==> config.mk <==
export PLATFORM = sky130hd
export DESIGN_NAME = psw_port
export DESIGN_NICKNAME = d
export VERILOG_FILES = /design/src/psw_pkg.sv /design/src/psw_buf.sv /design/src/psw_port.sv
export VERILOG_INCLUDE_DIRS = /design/src
export SDC_FILE = /design/constraint.sdc
export NUM_CORES = 1
export LEC_CHECK = 0
export BUFFER_PORTS_ARGS = -buffer_cell sky130_fd_sc_hd__buf_2
export CELL_PAD_IN_SITES_DETAIL_PLACEMENT = 1
export CELL_PAD_IN_SITES_GLOBAL_PLACEMENT = 2
export CORE_MARGIN = 2
export CORE_UTILIZATION = 35
export DETAILED_ROUTE_END_ITERATION = 7
export PLACE_DENSITY = 0.76
export RECOVER_POWER = 50
export SLEW_MARGIN = 10
export SYNTH_ARGS = -nofsm -noshare
export SYNTH_HDL_FRONTEND = slang
export SYNTH_SLANG_ARGS = --single-unit
==> constraint.sdc <==
create_clock -name clk_in -period 1.3 [get_ports clk_in]
set_clock_uncertainty 0.05 [all_clocks]
set_input_delay 0.26 -clock clk_in [delete_from_list [all_inputs] [get_ports clk_in]]
set_output_delay 0.26 -clock clk_in [all_outputs]
set_load 0.05 [all_outputs]
==> src/psw_regs.svh <==
// constants for the power switch serial port
`ifndef PSW_REGS_SVH
`define PSW_REGS_SVH
// Notes on behaviour
// - each data bit is held stable so it is caught on a rising shift clock.
// - the shift clock pin is an input after reset and is driven only when clock_direction_select is set.
// - a driven shift clock is the bus clock divided by 36.
// - whoever makes the shift clock keeps it at or below 2 MHz.
// - the data line is an output carrying the power control bits one at a time.
// - the strobe tells the switch that the shifted word is complete and valid.
// - with the strobe pin pulled down, the eeprom clock and data move to pins four and one.
// - all logic is timed from and samples on the rising bus clock edge.
// - reset without suspend floats all outputs, clears all registers and stops all function.
// - after reset release everything starts at its default.
// - reset with suspend floats all outputs but keeps register contents; here the shift clock divider keeps counting.
`define PSW_CLK_DIV        36
`define PSW_HALF_DIV       18
`define PSW_CLK_HZ         50000000
`define PSW_SCLK_MAX_HZ    2000000
`define PSW_FRAME_BITS     8
`define PSW_CNT_W          5
`define PSW_BIT_W          4
`endif

==> src/psw_pkg.sv <==
// types for the power switch serial port
package psw_pkg;
  typedef enum logic [3:0] {
    PSW_IDLE  = 4'b0001,
    PSW_SHIFT = 4'b0010,
    PSW_STROBE = 4'b0100,
    PSW_HOLD  = 4'b1000
  } psw_state_t;
endpackage

==> src/psw_buf.sv <==
// two-entry buffer for power control words
`timescale 1ns/1ps
`default_nettype none
`include "psw_regs.svh"
module psw_buf (
  // clock and reset
  input  wire logic                       clk_in,
  input  wire logic                       rst_n_in,
  input  wire logic                       clr_in,
  // fill side
  input  wire logic                       in_valid_in,
  input  wire logic [`PSW_FRAME_BITS-1:0] in_data_in,
  output logic                            in_ready_out,
  // drain side
  output logic                            out_valid_out,
  output logic [`PSW_FRAME_BITS-1:0]      out_data_out,
  input  wire logic                       out_ready_in
);
  logic [`PSW_FRAME_BITS-1:0] mem_ff [2];
  logic                       wr_ptr_ff;
  logic                       rd_ptr_ff;
  logic [1:0]                 count_ff;
  wire                        do_wr = in_valid_in & in_ready_out;
  wire                        do_rd = out_valid_out & out_ready_in;

  // honest full and empty from the occupancy count
  assign in_ready_out  = (count_ff != 2'h2);
  assign out_valid_out = (count_ff != 2'h0);
  assign out_data_out  = mem_ff[rd_ptr_ff];

  // clear only on a non-suspend reset so contents survive suspend
  always_ff @(posedge clk_in or negedge rst_n_in) begin
    if (!rst_n_in) begin
      wr_ptr_ff <= 1'b0;
      rd_ptr_ff <= 1'b0;
      count_ff  <= 2'h0;
    end else if (clr_in) begin
      wr_ptr_ff <= 1'b0;
      rd_ptr_ff <= 1'b0;
      count_ff  <= 2'h0;
    end else begin
      if (do_wr) wr_ptr_ff <= ~wr_ptr_ff;
      if (do_rd) rd_ptr_ff <= ~rd_ptr_ff;
      count_ff <= count_ff + {1'b0, do_wr} - {1'b0, do_rd};
    end
  end

  // storage entries
  always_ff @(posedge clk_in) begin
    if (do_wr) mem_ff[wr_ptr_ff] <= in_data_in;
  end
endmodule
`default_nettype wire

==> src/psw_port.sv <==
// three-line power switch serial port with reset and strap handling
`timescale 1ns/1ps
`default_nettype none
`include "psw_regs.svh"
module psw_port (
  // clock and resets
  input  wire logic                       clk_in,
  input  wire logic                       rst_n_in,
  input  wire logic                       bus_reset_n_in,
  input  wire logic                       suspend_in,
  // control
  input  wire logic                       clock_direction_select_in,
  // power control words
  input  wire logic                       word_valid_in,
  input  wire logic [`PSW_FRAME_BITS-1:0] word_data_in,
  output logic                            word_ready_out,
  output logic                            busy_out,
  // switch pins
  input  wire logic                       sclk_in,
  output logic                            sclk_out,
  output logic                            sclk_oe_out,
  output logic                            data_out,
  output logic                            data_oe_out,
  input  wire logic                       strobe_in,
  output logic                            strobe_out,
  output logic                            strobe_oe_out,
  // eeprom pin mapping
  output logic                            eeprom_on_alt_pins_out,
  output logic                            eeprom_clock_pin_sel_out,
  output logic                            eeprom_data_pin_sel_out
);
  logic                       rst_s1_ff;
  logic                       rst_s2_ff;
  logic                       bus_rst_ff;
  logic                       susp_ff;
  logic                       strap_ff;
  logic [`PSW_CNT_W-1:0]      div_ff;
  logic                       gen_clk_ff;
  logic                       sclk_s1_ff;
  logic                       sclk_s2_ff;
  logic                       sclk_d_ff;
  psw_pkg::psw_state_t        state_ff;
  psw_pkg::psw_state_t        nxt_state;
  logic [`PSW_FRAME_BITS-1:0] shift_ff;
  logic [`PSW_BIT_W-1:0]      bits_ff;
  logic                       data_ff;
  logic                       strobe_ff;
  logic                       buf_valid;
  logic [`PSW_FRAME_BITS-1:0] buf_data;
  wire                        pop;
  wire                        gen_rise;
  wire                        gen_fall;
  wire                        ext_rise;
  wire                        ext_fall;
  wire                        s_rise;
  wire                        s_fall;
  wire                        clr;
  wire                        floating;

  // reset release through two flops
  // both flops see the raw reset; the second releases one cycle after the first
  always_ff @(posedge clk_in or negedge rst_n_in) begin
    if (!rst_n_in) begin
      rst_s1_ff <= 1'b0;
      rst_s2_ff <= 1'b0;
    end else begin
      rst_s1_ff <= 1'b1;
      rst_s2_ff <= rst_s1_ff;
    end
  end

  // bus reset and suspend sampled on the rising bus clock
  // both are plain levels, so one flop each is enough here
  always_ff @(posedge clk_in or negedge rst_s2_ff) begin
    if (!rst_s2_ff) begin
      bus_rst_ff <= 1'b1;
      susp_ff    <= 1'b0;
    end else begin
      bus_rst_ff <= ~bus_reset_n_in;
      susp_ff    <= suspend_in;
    end
  end

  // clear everything only when suspend is not held
  assign clr      = bus_rst_ff & ~susp_ff;
  assign floating = bus_rst_ff;
  // a suspended reset floats the pins and freezes the sequencer and strap, but the divider keeps counting

  // strap read while the bus reset floats the strobe pin, so the pin
  // shows only its board pull; once the port drives it the level is
  // our own and says nothing about the board; a suspended reset keeps
  // the last reading, and the reading at release is the default map
  always_ff @(posedge clk_in or negedge rst_s2_ff) begin
    if (!rst_s2_ff) begin
      strap_ff <= 1'b0;
    end else if (clr) begin
      strap_ff <= ~strobe_in;  // pulled low
    end
  end

  // all three follow the one strap; kept apart for the pin muxes
  assign eeprom_on_alt_pins_out   = strap_ff;
  assign eeprom_clock_pin_sel_out = strap_ff;        // pin four as scl
  assign eeprom_data_pin_sel_out  = strap_ff;        // pin one as sda

  // divide by 36: half period of 18 cycles, 50 MHz gives ~1.39 MHz
  // a suspended reset does not stop it, so the clock resumes mid-phase
  // while the frame itself stays frozen until release
  always_ff @(posedge clk_in or negedge rst_s2_ff) begin
    if (!rst_s2_ff) begin
      div_ff     <= 5'h00;
      gen_clk_ff <= 1'b0;
    end else if (clr) begin
      div_ff     <= 5'h00;
      gen_clk_ff <= 1'b0;
    end else if (div_ff == 5'(`PSW_HALF_DIV - 1)) begin
      div_ff     <= 5'h00;
      gen_clk_ff <= ~gen_clk_ff;
    end else begin
      div_ff <= div_ff + 5'h01;
    end
  end

  // external shift clock synchronised; first flop feeds only the second
  // edges are acted on three bus cycles late, so the outside clock
  // must stay far below a sixth of the bus clock
  always_ff @(posedge clk_in or negedge rst_s2_ff) begin
    if (!rst_s2_ff) begin
      sclk_s1_ff <= 1'b0;
      sclk_s2_ff <= 1'b0;
      sclk_d_ff  <= 1'b0;
    end else begin
      sclk_s1_ff <= sclk_in;
      sclk_s2_ff <= sclk_s1_ff;
      sclk_d_ff  <= sclk_s2_ff;
    end
  end

  // edge selection by clock direction
  // only one source is honoured at a time; flipping the direction
  // in mid-frame can cost or repeat a bit
  assign gen_rise = (div_ff == 5'(`PSW_HALF_DIV - 1)) & ~gen_clk_ff;
  assign gen_fall = (div_ff == 5'(`PSW_HALF_DIV - 1)) & gen_clk_ff;
  assign ext_rise = sclk_s2_ff & ~sclk_d_ff;
  assign ext_fall = ~sclk_s2_ff & sclk_d_ff;
  assign s_rise   = clock_direction_select_in ? gen_rise : ext_rise;
  assign s_fall   = clock_direction_select_in ? gen_fall : ext_fall;

  // words waiting for the switch; a slow link stalls the source
  // cleared with the rest on a plain bus reset, kept under suspend
  psw_buf u_buf (
    .clk_in        (clk_in),
    .rst_n_in      (rst_s2_ff),
    .clr_in        (clr),
    .in_valid_in   (word_valid_in),
    .in_data_in    (word_data_in),
    .in_ready_out  (word_ready_out),
    .out_valid_out (buf_valid),
    .out_data_out  (buf_data),
    .out_ready_in  (pop)
  );

  // a word leaves only on a falling edge, so its first bit gets a full
  // half period of setup before the switch samples it on the divided clock,
  // and three bus cycles less on an outside clock
  assign pop = (state_ff == psw_pkg::PSW_IDLE) & buf_valid & s_fall & ~floating;

  // frame sequencer: data changes on falling edges only
  // strobe and hold each last one shift period, which spaces frames;
  // an illegal code falls to the default branch and heads home
  always_comb begin
    nxt_state = state_ff;
    case (state_ff)
      psw_pkg::PSW_IDLE:   if (pop) nxt_state = psw_pkg::PSW_SHIFT;
      psw_pkg::PSW_SHIFT:  if (s_fall && bits_ff == 4'h0)
                             nxt_state = psw_pkg::PSW_STROBE;
      psw_pkg::PSW_STROBE: if (s_fall) nxt_state = psw_pkg::PSW_HOLD;
      psw_pkg::PSW_HOLD:   if (s_fall) nxt_state = psw_pkg::PSW_IDLE;
      default:             nxt_state = psw_pkg::PSW_IDLE;
    endcase
  end

  // state, shifter and pin registers
  // the clear path repeats the reset values so a bus reset alone
  // returns the sequencer to its start
  always_ff @(posedge clk_in or negedge rst_s2_ff) begin
    if (!rst_s2_ff) begin
      state_ff  <= psw_pkg::PSW_IDLE;
      shift_ff  <= 8'h00;
      bits_ff   <= 4'h0;
      data_ff   <= 1'b0;
      strobe_ff <= 1'b0;
    end else if (clr) begin
      state_ff  <= psw_pkg::PSW_IDLE;
      shift_ff  <= 8'h00;
      bits_ff   <= 4'h0;
      data_ff   <= 1'b0;
      strobe_ff <= 1'b0;
    end else if (!bus_rst_ff) begin
      state_ff <= nxt_state;
      if (pop) begin
        data_ff  <= buf_data[`PSW_FRAME_BITS-1];     // msb first
        shift_ff <= {buf_data[`PSW_FRAME_BITS-2:0], 1'b0};
        bits_ff  <= 4'(`PSW_FRAME_BITS - 1);
      end else if (state_ff == psw_pkg::PSW_SHIFT && s_fall &&
                   bits_ff != 4'h0) begin
        data_ff  <= shift_ff[`PSW_FRAME_BITS-1];
        shift_ff <= {shift_ff[`PSW_FRAME_BITS-2:0], 1'b0};
        bits_ff  <= bits_ff - 4'h1;
      end
      // strobe after last bit sampled, data frozen meanwhile
      strobe_ff <= (nxt_state == psw_pkg::PSW_STROBE);
    end
  end

  // outputs float while the bus reset is held
  // the divided clock runs free; only its enable decides who drives
  assign busy_out      = (state_ff != psw_pkg::PSW_IDLE);
  assign sclk_out      = gen_clk_ff;
  assign sclk_oe_out   = clock_direction_select_in & ~floating;
  assign data_out      = data_ff;
  assign data_oe_out   = ~floating;
  assign strobe_out    = strobe_ff;
  assign strobe_oe_out = ~floating;
endmodule
`default_nettype wire

==> flow_metrics.py <==
metrics = {
    "status": {
        "status": "finished, violations left",
        "failed_checks": "negative setup slack",
    },
    "power": {
        "ir_drop_v": 0.000798,
        "power-per-cell-area_mw_per_mm2": 1430,
        "power_mw": 4.88,
        "p_leak_nw": 1.46,
    },
    "clock_network": {
        "cts_root_buf": "clkbuf_8",
        "cts.sinks": 51,
        "numCtsBuffers": 5,
        "cts.clk_slew.worst_paths_ns": 0.09,
        "insertion_delay_ns": 0.31,
        "cts.path.max_buffers": 2,
        "cts_max_level": 2,
        "cts_tree": "done",
    },
    "sta": {
        "slew_headroom_pct": 42.7,
        "timing.hold.ws_ns": 0.0691,
        "tns_ns": -17.09,
        "finalSetupViolations": 47,
        "worstMarginPinSlew_ns": 0.859,
        "timing.final.hold_violations": 0,
        "fmax_ghz": 0.457,
        "worst_slack_ns": -0.886,
        "period_share_pct": 168,
        "min_period_ns": 2.19,
        "final_max_slew_viol_count": 0,
        "rsz0062_at_grt": "true",
    },
    "final_layout": {
        "fillers": 719,
        "layout.cells.non_filler": 357,
        "drive_gt1_share_pct": 50.5,
        "diodes": 0,
        "layout.nets": 298,
        "mostFrequentLayoutCells": "buf_4 (38), dfrtp_1 (33), edfxtp_1 (16)",
        "syn_to_final_growth_pct": 43.7,
        "fin_util_pct": 51.1,
        "final_common_cell": "buf_4",
    },
    "routing": {
        "vias": 1757,
        "avgViaCountPerCell": 4.92,
        "wirelength_um": 5730,
        "wl_per_cell_um": 16.1,
        "dr.pass1.iters": 4,
        "drtIter0Drc": 24,
        "drc": 0,
        "drtAntennaViolNets": 0,
    },
    "synthesis": {
        "synth_edf_count": 16,
        "postSynthAreaPerCell_um2": 12.1,
        "synthCells": 197,
        "synth_ff_type": "dfrtp_1",
        "synth_nets": 219,
        "async_flop_share_pct": 68.6,
        "ys_seq_area_share_pct": 57.2,
        "netlist_area_mm2": 0.00238,
        "ys.warnings.count": 0,
        "synth_cell_types": 49,
        "ys_seq_elements": 51,
    },
    "critical_path": {
        "end_kind": "flip-flop",
        "reg2reg_setup_slack_ns": -0.89,
        "cp_slowest_stage_delay_ns": 0.35,
        "cp.required_ns": 1.45,
        "setup.worst_path.class": "reg -> reg",
        "timing.critical_path.cells": "inv_1 > ha_2 > and4bb_2 > a32o_2 > nand2_4 > clkinv_4 > ha_4 > inv_2 > ha_4 > xor2_2 > xnor2_1 > nor2_1",
        "crit_fanout": 2,
        "slowest_stage": "dfrtp_1",
        "arrival_ns": 2.33,
        "cp_common_cell": "ha_4",
        "cp-start-kind": "flip-flop",
    },
    "global_route": {
        "overflow": 0,
        "use_met3_pct": 2.29,
        "grt.busiest_layer": "met2",
        "use_met1_pct": 20.9,
        "grt_pass1_wl_um": 9690,
        "grt_pass1_vias": 1949,
        "grt_max_degree": 19,
        "use_met2_pct": 29.9,
        "grtUsageTotal_pct": 16.8,
        "antenna_found_initial": 0,
    },
    "die": {
        "initial_core_util_pct": 35.6,
        "rows": 30,
        "dieWidth_um": 86.4,
        "die_area_mm2": 0.00746,
        "dieHeight_um": 86.4,
        "ioPinCount": 27,
        "coreArea_mm2": 0.00668,
    },
    "placement": {
        "place_inst": 337,
        "finalWeightedCongestion": 0.801,
        "io_buffers": 26,
        "dp_hpwl_um": 3930,
    },
    "job": {
        "drv_cap": 0,
    },
    "hold_path": {
        "hp-class": "in -> reg",
    },
}
==> cell families after synthesis <==
kind of cell    Yosys count  share of synthesized area [%]
flops                    51                           57.2
mux                       9                           4.16
xor+xnor                  8                           2.95
other cells               1                          0.158
simple gates             52                           11.3
fa+ha+maj                 6                           3.16
buf+inv                  23                           5.32
compound gates           47                           15.7
==> through the flow <==
stage | worst slack, ns | area (µm²)
after floorplan | -1.00 | 2460
after global placement | -0.828 | 2970
after detailed placement | -0.932 | 2970
after CTS | -0.890 | 3360
after global routing | -0.975 | 3410
final | -0.886 | 3410
==> cell type report <==
| cell class | count | area, µm² | share of cell area, % |
|---|---|---|---|
| Multi-Input combinational cell | 123 | 1100 | 32.2 |
| Tap cell | 80 | 100 | 2.93 |
| Clock buffer | 5 | 68.8 | 2.02 |
| Clock inverter | 3 | 47.5 | 1.39 |
| Timing Repair Buffer | 81 | 678 | 19.9 |
| Inverter | 14 | 62.6 | 1.83 |
| Sequential cell | 51 | 1360 | 39.8 |
==> report_power, final <==
part	switching [mW]	internal, mW
logic	0.812	0.809
registers	0.165	1.96
clock network	0.553	0.584
==> worst max-delay path: cells and delay by family, from the launching register on <==
family                     cells  cell delay, ns
AOI/OAI and AO/OA              1            0.27
xor gates and xnor gates       2            0.29
adders and majority gates      3            0.58
buffers and inverters          3            0.15
DFF                            1            0.35
and+or+nand+nor                3            0.40
==> per-layer routing <==
layer,up-vias,wire (µm)
met5,-,0
met4,0,97
met3,8,104
met2,24,3020
met1,868,2520
li1,857,-
==> path summary, 6_finish.rpt <==
kind | cells past startpoint | from | endpoint
max reg2reg | 12 | div_ff[1] | u_buf.count_ff[1]
max | 12 | div_ff[1] | u_buf.count_ff[1]
min | 2 | strobe_in | eeprom_clock_pin_sel_out
max in group asynchronous | 1 | rst_s2_ff | div_ff[1]
min reg2reg | 1 | rst_s2_ff | shift_ff[2]
min in group asynchronous | 1 | rst_s2_ff | shift_ff[2]
==> state kept, by name, indices dropped and copies added, names as in the netlist <==
signal and count:
state_ff 4, u_buf.count_ff 2, susp_ff 1, sclk_s2_ff 1
strobe_out 1, bus_rst_ff 1, div_ff 5, rst_s2_ff 1
u_buf.mem_ff 16, sclk_d_ff 1, data_out 1, sclk_s1_ff 1
rst_s1_ff 1, u_buf.wr_ptr_ff 1, eeprom_clock_pin_sel_out 1, shift_ff 7
sclk_out 1, bits_ff 4, u_buf.rd_ptr_ff 1
==> synthesized netlist by cell type (all sizes together) (2+ instances only) <==
cell,n,share of area (%)
dfrtp,33,35
nor2,18,2.9
edfxtp,16,20
o21ai,15,3.2
inv,13,2.1
a21oi,11,2.3
nand2,11,1.7
a2bb2oi,7,4.4
mux2,7,3.3
buf,6,2.1
ha,6,3.2
a211oi,5,1.8
xor2,5,1.8
nand3,4,0.84
nor3,4,0.84
clkbuf,3,1.1
or2,3,0.79
xnor2,3,1.1
dfstp,2,2.2
mux2i,2,0.84
nor2b,2,0.53
nor4,2,0.53
==> timing repair <==
| action | CTS | global route |
|---|---|---|
| endpoints found under the setup margin | 50 | 54 |
| endpoints found under the hold margin | 5 | 0 |
| resized for setup | 53 | 19 |
| pin swaps | 17 | 5 |
| hold buffers | 4 | 0 |
| cloned | 1 | 0 |
| buffers inserted | 8 | 5 |
No activity file was read; power rests on OpenSTA's default activity.
